==> src/shared/spi_fifo_pkg.sv <==
package spi_fifo_pkg;

    // ------------------------------------------------------------------
    // Register map (byte offsets on the plain register port).
    // ------------------------------------------------------------------
    localparam logic [7:0] OFS_FRAME_CFG  = 8'h00;
    localparam logic [7:0] OFS_LINK_CTRL  = 8'h04;
    localparam logic [7:0] OFS_DATA_PORT  = 8'h08;
    localparam logic [7:0] OFS_STATUS     = 8'h0c;
    localparam logic [7:0] OFS_IRQ_STATUS = 8'h28;
    localparam logic [7:0] OFS_IRQ_MASK   = 8'h2c;

    // ------------------------------------------------------------------
    // Field positions and widths.
    // ------------------------------------------------------------------
    localparam int          FRAME_SIZE_W       = 5;
    localparam int          BIT_RX_DELAY_SEL   = 21;
    localparam int          BIT_TX_EMPTY       = 0;
    localparam int          BIT_TX_ROOM        = 1;
    localparam int          BIT_RX_ENTRY       = 2;
    localparam int          BIT_RX_FULL        = 3;
    localparam int          BIT_SHIFT_ACTIVE   = 4;
    localparam int          STATUS_W           = 5;
    localparam int          IRQ_W              = 3;
    localparam int          IRQ_RX_FRAME       = 0;
    localparam int          IRQ_RX_OVERRUN     = 1;
    localparam int          IRQ_TX_UNDERRUN    = 2;

    // ------------------------------------------------------------------
    // Reset values, sizes and cycle counts.
    // ------------------------------------------------------------------
    localparam logic [4:0]  FRAME_SIZE_RST     = 5'h07;
    localparam logic        RX_DELAY_SEL_RST   = 1'h0;
    localparam logic [2:0]  IRQ_MASK_RST       = 3'h0;
    localparam logic [31:0] DATA_PORT_RST      = 32'h0;
    localparam int          DATA_W             = 32;
    localparam int          QUEUE_DEPTH        = 8;
    localparam int          QUEUE_AW           = 3;
    localparam int          RX_DELAY_CYCLES    = 2;

    // Frame engine states, one-hot.
    typedef enum logic [1:0] {
        FR_IDLE  = 2'b01,
        FR_SHIFT = 2'b10
    } frame_state_t;

endpackage

==> src/hw/spi_fifo_data_status.sv <==
module spi_fifo_data_status (
    input  wire logic        clk_sys,   // System clock, 25 MHz.
    input  wire logic        rst_b,     // Synchronous reset, active low.
    input  wire logic [7:0]  reg_addr,  // Register byte address.
    input  wire logic [31:0] reg_wdata, // Register write data.
    input  wire logic        reg_wr,    // Write strobe, one cycle.
    input  wire logic        reg_rd,    // Read strobe, one cycle.
    output logic      [31:0] reg_rdata, // Read data, valid the cycle after reg_rd.
    input  wire logic        sclk,      // Serial clock from the link master.
    input  wire logic        ss_b,      // Slave select, active low.
    input  wire logic        mosi,      // Serial data in.
    output logic             miso_out,  // Serial data out.
    output logic             miso_oe,   // Drive enable for serial data out.
    output logic             irq        // Level interrupt.
);

    // ------------------------------------------------------------------
    // Declarations.
    // ------------------------------------------------------------------
    spi_fifo_pkg::frame_state_t state_r;

    logic [4:0]  frame_size_r;
    logic        rx_input_delay_sel;
    logic [2:0]  irq_mask_r;
    logic [2:0]  irq_status_r;
    logic [2:0]  irq_event;

    logic        sclk_s1;
    logic        sclk_s2;
    logic        sclk_s3;
    logic        ss_s1;
    logic        ss_s2;
    logic        mosi_s1;
    logic        mosi_s2;
    logic [spi_fifo_pkg::RX_DELAY_CYCLES-1:0] mosi_dly_r;
    logic        rx_bit;
    logic        sclk_rise;
    logic        sclk_fall;
    logic        ss_active;

    logic [31:0] tx_sh_r;
    logic [31:0] rx_sh_r;
    logic [4:0]  bit_cnt_r;
    logic        reload_pend_r;
    logic        load_tx;
    logic        last_bit;
    logic [31:0] frame_mask;
    logic [31:0] rx_word;

    logic        wr_data_port;
    logic        rd_data_port;
    logic [31:0] tx_head;
    logic [31:0] rx_head;
    logic        tx_empty;
    logic        tx_full;
    logic        rx_empty;
    logic        rx_full;
    logic        tx_pop;
    logic        rx_push;
    logic        shift_active_flag;
    logic [4:0]  status_bits;

    // ------------------------------------------------------------------
    // Link input synchronisers.
    // ------------------------------------------------------------------

    // Every link pin passes two flops; the third sclk flop feeds edge detection only.
    always_ff @(posedge clk_sys) begin
        if (!rst_b) begin
            sclk_s1 <= 1'b0;
            sclk_s2 <= 1'b0;
            sclk_s3 <= 1'b0;
            ss_s1   <= 1'b1;
            ss_s2   <= 1'b1;
            mosi_s1 <= 1'b0;
            mosi_s2 <= 1'b0;
        end else begin
            sclk_s1 <= sclk;
            sclk_s2 <= sclk_s1;
            sclk_s3 <= sclk_s2;
            ss_s1   <= ss_b;
            ss_s2   <= ss_s1;
            mosi_s1 <= mosi;
            mosi_s2 <= mosi_s1;
        end
    end

    assign sclk_rise = sclk_s2 & ~sclk_s3;
    assign sclk_fall = ~sclk_s2 & sclk_s3;
    assign ss_active = ~ss_s2;

    // Optional input delay line; it helps when the partner's data changes soon after the rise, and late data is taken one bit old.
    always_ff @(posedge clk_sys) begin
        if (!rst_b) begin
            mosi_dly_r <= '0;
        end else begin
            mosi_dly_r <= {mosi_dly_r[spi_fifo_pkg::RX_DELAY_CYCLES-2:0], mosi_s2};
        end
    end

    // The sample point stays on the sclk edge, so a delayed bit is two cycles older.
    assign rx_bit = rx_input_delay_sel
                  ? mosi_dly_r[spi_fifo_pkg::RX_DELAY_CYCLES-1]
                  : mosi_s2;

    // ------------------------------------------------------------------
    // Register port decode.
    // ------------------------------------------------------------------
    assign wr_data_port = reg_wr & (reg_addr == spi_fifo_pkg::OFS_DATA_PORT);
    assign rd_data_port = reg_rd & (reg_addr == spi_fifo_pkg::OFS_DATA_PORT);

    // Configuration registers written by software.
    always_ff @(posedge clk_sys) begin
        if (!rst_b) begin
            frame_size_r       <= spi_fifo_pkg::FRAME_SIZE_RST;
            rx_input_delay_sel <= spi_fifo_pkg::RX_DELAY_SEL_RST;
            irq_mask_r         <= spi_fifo_pkg::IRQ_MASK_RST;
        end else if (reg_wr) begin
            case (reg_addr)
                spi_fifo_pkg::OFS_FRAME_CFG: begin
                    frame_size_r <= reg_wdata[spi_fifo_pkg::FRAME_SIZE_W-1:0];
                end
                spi_fifo_pkg::OFS_LINK_CTRL: begin
                    rx_input_delay_sel <= reg_wdata[spi_fifo_pkg::BIT_RX_DELAY_SEL];
                end
                spi_fifo_pkg::OFS_IRQ_MASK: begin
                    irq_mask_r <= reg_wdata[spi_fifo_pkg::IRQ_W-1:0];
                end
                default: begin
                end
            endcase
        end
    end

    // ------------------------------------------------------------------
    // Transmit and receive queues.
    // ------------------------------------------------------------------

    // A write to the data port queues the word; a write into a full queue is lost.
    word_queue u_tx_queue (
        .clk_sys   (clk_sys),
        .rst_b     (rst_b),
        .push      (wr_data_port),
        .push_data (reg_wdata),
        .pop       (tx_pop),
        .head_data (tx_head),
        .empty     (tx_empty),
        .full      (tx_full)
    );

    // A read of the data port removes the oldest received word.
    word_queue u_rx_queue (
        .clk_sys   (clk_sys),
        .rst_b     (rst_b),
        .push      (rx_push),
        .push_data (rx_word),
        .pop       (rd_data_port),
        .head_data (rx_head),
        .empty     (rx_empty),
        .full      (rx_full)
    );

    // ------------------------------------------------------------------
    // Frame engine.
    // ------------------------------------------------------------------

    // A new transmit word is taken at select and after each completed frame.
    assign load_tx  = ss_active & ((state_r == spi_fifo_pkg::FR_IDLE) |
                      ((state_r == spi_fifo_pkg::FR_SHIFT) & sclk_fall & reload_pend_r));
    assign tx_pop   = load_tx & ~tx_empty;
    assign last_bit = ss_active & (state_r == spi_fifo_pkg::FR_SHIFT) & sclk_rise &
                      (bit_cnt_r == frame_size_r);

    // Frame mask keeps bits 0 to frame_size; frame_size holds the size minus one.
    assign frame_mask = 32'hffffffff >> (5'd31 - frame_size_r);
    assign rx_word    = {rx_sh_r[30:0], rx_bit} & frame_mask;
    assign rx_push    = last_bit;

    // Deselect in mid-frame drops the partial frame and returns to idle.
    always_ff @(posedge clk_sys) begin
        if (!rst_b) begin
            state_r <= spi_fifo_pkg::FR_IDLE;
        end else begin
            case (state_r)
                spi_fifo_pkg::FR_IDLE: begin
                    if (ss_active) begin
                        state_r <= spi_fifo_pkg::FR_SHIFT;
                    end
                end
                spi_fifo_pkg::FR_SHIFT: begin
                    if (!ss_active) begin
                        state_r <= spi_fifo_pkg::FR_IDLE;
                    end
                end
                default: begin
                    state_r <= spi_fifo_pkg::FR_IDLE;
                end
            endcase
        end
    end

    // Bit counter and the flag that defers the reload to the next falling edge.
    always_ff @(posedge clk_sys) begin
        if (!rst_b) begin
            bit_cnt_r     <= '0;
            reload_pend_r <= 1'b0;
        end else if (state_r != spi_fifo_pkg::FR_SHIFT || !ss_active) begin
            bit_cnt_r     <= '0;
            reload_pend_r <= 1'b0;
        end else begin
            if (last_bit) begin
                bit_cnt_r     <= '0;
                reload_pend_r <= 1'b1;
            end else if (sclk_rise) begin
                bit_cnt_r <= bit_cnt_r + 1'b1;
            end
            if (load_tx) begin
                reload_pend_r <= 1'b0;
            end
        end
    end

    // The word is left-aligned so bits above the frame size are never sent.
    // An empty queue sends zeros and raises an underrun.
    always_ff @(posedge clk_sys) begin
        if (!rst_b) begin
            tx_sh_r <= '0;
        end else if (load_tx) begin
            tx_sh_r <= tx_empty ? 32'h0 : (tx_head << (5'd31 - frame_size_r));
        end else if (ss_active && sclk_fall && state_r == spi_fifo_pkg::FR_SHIFT) begin
            tx_sh_r <= {tx_sh_r[30:0], 1'b0};
        end
    end

    // Receive shifts in at the low end; mask on push clears the bits above the frame.
    always_ff @(posedge clk_sys) begin
        if (!rst_b) begin
            rx_sh_r <= '0;
        end else if (ss_active && sclk_rise && state_r == spi_fifo_pkg::FR_SHIFT) begin
            rx_sh_r <= {rx_sh_r[30:0], rx_bit};
        end
    end

    // Output data comes from a flop; the pin is driven only while selected.
    always_ff @(posedge clk_sys) begin
        if (!rst_b) begin
            miso_out <= 1'b0;
            miso_oe  <= 1'b0;
        end else begin
            miso_out <= tx_sh_r[31];
            miso_oe  <= ss_active;
        end
    end

    // ------------------------------------------------------------------
    // Status and interrupts.
    // ------------------------------------------------------------------
    assign shift_active_flag = (state_r == spi_fifo_pkg::FR_SHIFT) | ~tx_empty;

    assign status_bits[spi_fifo_pkg::BIT_TX_EMPTY]     = tx_empty;
    assign status_bits[spi_fifo_pkg::BIT_TX_ROOM]      = ~tx_full;
    assign status_bits[spi_fifo_pkg::BIT_RX_ENTRY]     = ~rx_empty;
    assign status_bits[spi_fifo_pkg::BIT_RX_FULL]      = rx_full;
    assign status_bits[spi_fifo_pkg::BIT_SHIFT_ACTIVE] = shift_active_flag;

    assign irq_event[spi_fifo_pkg::IRQ_RX_FRAME]    = rx_push & ~rx_full;
    assign irq_event[spi_fifo_pkg::IRQ_RX_OVERRUN]  = rx_push & rx_full;
    assign irq_event[spi_fifo_pkg::IRQ_TX_UNDERRUN] = load_tx & tx_empty;

    // Write one to clear; an event in the clearing cycle still sets the bit.
    always_ff @(posedge clk_sys) begin
        if (!rst_b) begin
            irq_status_r <= '0;
        end else if (reg_wr && reg_addr == spi_fifo_pkg::OFS_IRQ_STATUS) begin
            irq_status_r <= (irq_status_r & ~reg_wdata[spi_fifo_pkg::IRQ_W-1:0]) | irq_event;
        end else begin
            irq_status_r <= irq_status_r | irq_event;
        end
    end

    assign irq = |(irq_status_r & irq_mask_r);

    // ------------------------------------------------------------------
    // Read data, one cycle after the strobe; unmapped addresses read zero.
    // ------------------------------------------------------------------
    always_ff @(posedge clk_sys) begin
        if (!rst_b) begin
            reg_rdata <= spi_fifo_pkg::DATA_PORT_RST;
        end else if (reg_rd) begin
            case (reg_addr)
                spi_fifo_pkg::OFS_FRAME_CFG: begin
                    reg_rdata <= {27'h0, frame_size_r};
                end
                spi_fifo_pkg::OFS_LINK_CTRL: begin
                    reg_rdata <= 32'(rx_input_delay_sel) << spi_fifo_pkg::BIT_RX_DELAY_SEL;
                end
                spi_fifo_pkg::OFS_DATA_PORT: begin
                    reg_rdata <= rx_empty ? 32'h0 : rx_head;
                end
                spi_fifo_pkg::OFS_STATUS: begin
                    reg_rdata <= {27'h0, status_bits};
                end
                spi_fifo_pkg::OFS_IRQ_STATUS: begin
                    reg_rdata <= {29'h0, irq_status_r};
                end
                spi_fifo_pkg::OFS_IRQ_MASK: begin
                    reg_rdata <= {29'h0, irq_mask_r};
                end
                default: begin
                    reg_rdata <= 32'h0;
                end
            endcase
        end else begin
            reg_rdata <= 32'h0;
        end
    end

endmodule // spi_fifo_data_status

==> src/hw/word_queue.sv <==
module word_queue (
    input  wire logic                       clk_sys,    // System clock.
    input  wire logic                       rst_b,      // Synchronous reset, active low.
    input  wire logic                       push,       // Write one word.
    input  wire logic [spi_fifo_pkg::DATA_W-1:0] push_data, // Word to write.
    input  wire logic                       pop,        // Remove the oldest word.
    output logic [spi_fifo_pkg::DATA_W-1:0] head_data,  // Oldest word.
    output logic                            empty,      // No entries held.
    output logic                            full        // No room left.
);

    logic [spi_fifo_pkg::DATA_W-1:0]   mem [spi_fifo_pkg::QUEUE_DEPTH];
    logic [spi_fifo_pkg::QUEUE_AW-1:0] wr_ptr_r;
    logic [spi_fifo_pkg::QUEUE_AW-1:0] rd_ptr_r;
    logic [spi_fifo_pkg::QUEUE_AW:0]   count_r;
    logic [spi_fifo_pkg::QUEUE_AW:0]   count_nxt;
    logic                              do_push;
    logic                              do_pop;

    // A push into a full queue or a pop from an empty one is dropped.
    assign do_push   = push & ~full;
    assign do_pop    = pop & ~empty;
    assign head_data = mem[rd_ptr_r];

    // Storage writes; no reset so the array maps onto plain memory.
    always_ff @(posedge clk_sys) begin
        if (do_push) begin
            mem[wr_ptr_r] <= push_data;
        end
    end

    // Pointers advance by one and wrap at the power-of-two depth.
    always_ff @(posedge clk_sys) begin
        if (!rst_b) begin
            wr_ptr_r <= '0;
            rd_ptr_r <= '0;
        end else begin
            if (do_push) begin
                wr_ptr_r <= wr_ptr_r + 1'b1;
            end
            if (do_pop) begin
                rd_ptr_r <= rd_ptr_r + 1'b1;
            end
        end
    end

    always_comb begin
        count_nxt = count_r;
        if (do_push && !do_pop) begin
            count_nxt = count_r + 1'b1;
        end else if (do_pop && !do_push) begin
            count_nxt = count_r - 1'b1;
        end
    end

    // Flags are registered from the next count, so they settle the cycle after a change.
    always_ff @(posedge clk_sys) begin
        if (!rst_b) begin
            count_r <= '0;
            empty   <= 1'b1;
            full    <= 1'b0;
        end else begin
            count_r <= count_nxt;
            empty   <= (count_nxt == '0);
            full    <= (count_nxt == (spi_fifo_pkg::QUEUE_AW+1)'(spi_fifo_pkg::QUEUE_DEPTH));
        end
    end

endmodule // word_queue

==> config.mk <==
export PLATFORM = sky130hd
export DESIGN_NAME = spi_fifo_data_status
export DESIGN_NICKNAME = d
export VERILOG_FILES = /design/src/shared/spi_fifo_pkg.sv /design/src/hw/spi_fifo_data_status.sv /design/src/hw/word_queue.sv
export SDC_FILE = /design/constraint.sdc
export NUM_CORES = 1
export LEC_CHECK = 0
export BUFFER_PORTS_ARGS = -buffer_cell sky130_fd_sc_hd__clkbuf_2
export CORE_MARGIN = 3
export CORE_UTILIZATION = 40
export CTS_CLUSTER_SIZE = 12
export DETAILED_ROUTE_END_ITERATION = 8
export PLACE_DENSITY = 0.6
export SYNTH_ARGS = -nofsm -noshare
export SYNTH_HDL_FRONTEND = slang
export SYNTH_SLANG_ARGS = --single-unit
==> constraint.sdc <==
create_clock -name clk_sys -period 5.7 [get_ports clk_sys]
set_input_delay 1.14 -clock clk_sys [delete_from_list [all_inputs] [get_ports clk_sys]]
set_output_delay 1.14 -clock clk_sys [all_outputs]
set_load 0.005 [all_outputs]
==> metrics.md <==
| Metric | Value |
|---|---|
| Vias in the first global route | 15700 |
| Num CTS Buffers | 72 |
| Rows | 94 |
| Die height | 266 um |
| Fin cells | 2729 |
| Post-Layout Inst Area | 30900 sq um |
| Rel. slew slack | 0.267 |
| WHS | 409 ps |
| Initial core utilization | 0.407 |
| Crit path kind | in -> reg |
| Final core occ | 0.464 |
| Root Buffer | clkbuf_16 |
| Minimum clock period | 3920 ps |
| Sink Count | 668 |
| Final wirelength | 61.6 mm |
| DR iter-0 viols | 1288 |
| DIE AREA | 70900 sq um |
| Post-Syn Area | 27100 sq um |
| Layout cell share with drive strength beyond 1 | 0.226 |
| Clock Power Share | 0.455 |
| First-pass GRT wire length | 94.7 mm |
| Startpoint class of the critical path | input port |
| DPL Wire Length | 38.2 mm |
| Clock Path Buffers | 3 |
| DRC | 0 |
| # H-tree levels | 3 |
| Placed Area | 28600 sq um |
| First-pass DRT Iterations | 6 |
| Final Hold Vio Count | 0 |
| Fin. max-slew vios | 0 |
| Fmax | 0.255 GHz |
| Worst Path Arrival | 4180 ps |
| Sw Ratio | 0.199 |
| Number of flops mapped to enable cells by yosys | 512 |
| P_sw | 1.97 mW |
| Largest net degree at the start of global routing | 45 |
| CTS resizes | 0 |
| Worst Setup End Kind | flop |
| PwrDens | 320 nW/um^2 |
| Clock Latency Late Sink | 620 ps |
| Clock skew | 30.4 ps |
| Routed Antenna Nets | 0 |
| Setup TNS Final | 0 ps |
| Max-Cap Viols | 0 |
| Die width | 266 um |
| Pleak | 9.51 nW |
| Avg Vias per Cell | 5.57 |
| Final setup margin | 1780 ps |
| Hold Buf Count CTS | 0 |
| Final #Nets | 1866 |
| Seq/Total Area, Yosys | 0.683 |
| VDD IR-drop max | 0.000242 V |
| Final setup vio count | 0 |
| Area Growth Syn to Fin | 13.9% |
| Drt wl/cell | 22.6 um |
| Outcome | complete, no violations |
| Design Power | 9.87 mW |
| Unrepaired setup endpoints after global routing | no |
| Final period utilization | 0.687 |
| Hold WC Path Type | reg -> reg |
| Actual slew at the worst max-slew pin | 1090 ps |
| IO Pins | 82 |
| Initial antenna violation count | 1 |
| Total congestion overflow | 0 |
| Distinct cell type count of the synthesized netlist | 68 |
| Routability Congestion | 0.879 |
| # Post-CTS Setup Buffers | 0 |
| Tot GR Track Use | 0.175 |
| Main synth FF type | edfxtp_1 |
| WP data required | 5960 ps |
| Combinational share of power | 0.016 |
| Syn Area/Cell | 15.8 sq um |
| PortBufs | 81 |
| Placed cells | 2599 |
| Pint | 7.91 mW |
| Post-Syn Instances | 1713 |
| Reg power frac | 0.530 |
| Vias | 15200 |
| CTS tree | yes |
| Core Footprint | 66500 sq um |
| Net count after synthesis | 1769 |
| Crit-path max FO | 21 |
| Synth warn | 0 |
| Clock transition at the registers of the reported paths | 50 ps |
| Asr flop ratio synth | 0 |
| DP Worst Slack | 1150 ps |
| FF+latch count, synth | 668 |
[Yosys cell counts (10+ instances only)]
| cell type | count | area [sq um] |
|---|---|---|
| mux2i_1 | 83 | 831 |
| o21ai_0 | 34 | 170 |
| buf_1 | 16 | 60.1 |
| inv_1 | 16 | 60.1 |
| clkbuf_1 | 68 | 255 |
| o22ai_1 | 22 | 138 |
| xor2_1 | 11 | 96.3 |
| mux4_2 | 133 | 3000 |
| mux2_2 | 39 | 439 |
| a22oi_1 | 10 | 75.1 |
| o21a_1 | 10 | 75.1 |
| a221oi_1 | 10 | 87.6 |
| nor2_1 | 128 | 480 |
| nand2b_1 | 15 | 93.8 |
| dfxtp_1 | 156 | 3120 |
| edfxtp_1 | 512 | 15400 |
| xnor2_1 | 11 | 96.3 |
| nor3_1 | 12 | 60.1 |
| nand3_1 | 21 | 105 |
| nand2_1 | 145 | 544 |
| and2_1 | 27 | 169 |
| a21oi_1 | 79 | 395 |
[power groups by stage]
stage	Combinational, mW	Clock [mW]	Sequential (mW)
after global placement	0.150	0	5.33
after global routing	0.169	4.78	5.23
after floorplan	0.0905	0	5.33
final	0.154	4.49	5.23
after CTS	0.155	4.60	5.23
after detailed placement	0.154	0	5.33
[logic make-up after synthesis]
| group | after synthesis | synth area share |
|---|---|---|
| AO/OA/AOI/OAI | 243 | 0.0583 |
| multiplexers | 263 | 0.164 |
| buffers and inverters | 120 | 0.0190 |
| XOR/XNOR | 22 | 0.00712 |
| adder cells (fa/ha/maj) | 9 | 0.00416 |
| flip-flops | 668 | 0.683 |
| AND/OR/NAND/NOR | 388 | 0.0640 |
[per-layer routing]
metal	GRT usage	vias to the layer above	wire, um
met1	0.228	7811	26100
met3	0.0290	110	3030
met2	0.299	416	30800
met5	0	-	0
met4	0.0588	0	1660
li1	-	6859	-
[worst paths after layout]
kind,start,to,slack (ps),depth (start not counted)
setup / recovery,reg_addr[6],u_tx_queue.mem[3][21],1780,8
hold / removal,ss_s1,ss_s2,410,1
setup reg to reg,flop,tx_sh_r[13],1800,7
hold reg to reg,ss_s1,ss_s2,410,1
[critical path, cell delays in order]
cell and delay [ps]:
clkbuf_2 70, or4_1 590, nor4b_2 560, nand2_1 480
inv_1 210, nand2_1 230, nor2_4 460, buf_4 410
[placed cells by master, fill, tap and decap left out, types with 11 or more instances in the layout]
cell	count
nand3_1	21
nor2_1	119
nand2_1	145
clkbuf_1	28
o22ai_1	22
inv_1	15
mux2_2	39
and2_1	27
o21ai_0	34
xnor2_1	11
nand2b_1	15
edfxtp_1	512
dfxtp_1	150
clkbuf_16	74
xor2_1	11
buf_4	41
mux2i_1	83
a21oi_1	79
clkbuf_2	82
mux4_2	133
[layout make-up]
class,instances,area [sq um]
Antenna cell,1,2.50
Clock buffer,109,2050
Clock inverter,19,216
Fill cell,5666,35600
Inverter,19,71.3
Multi-Input combinational cell,925,8180
Sequential cell,668,18500
Tap cell,864,1080
Timing Repair Buffer,124,738
[registers in the layout, summed over array words and instances (netlist names), 4 cells and up, named ones only]
register	flops
bit_cnt_r	5
u_tx_queue.count_r	4
reg_rdata	32
u_tx_queue.mem	256
frame_size_r	5
u_rx_queue.count_r	4
u_rx_queue.mem	256
tx_sh_r	32
rx_sh_r	31
No activity file was read; power rests on OpenSTA's default activity.
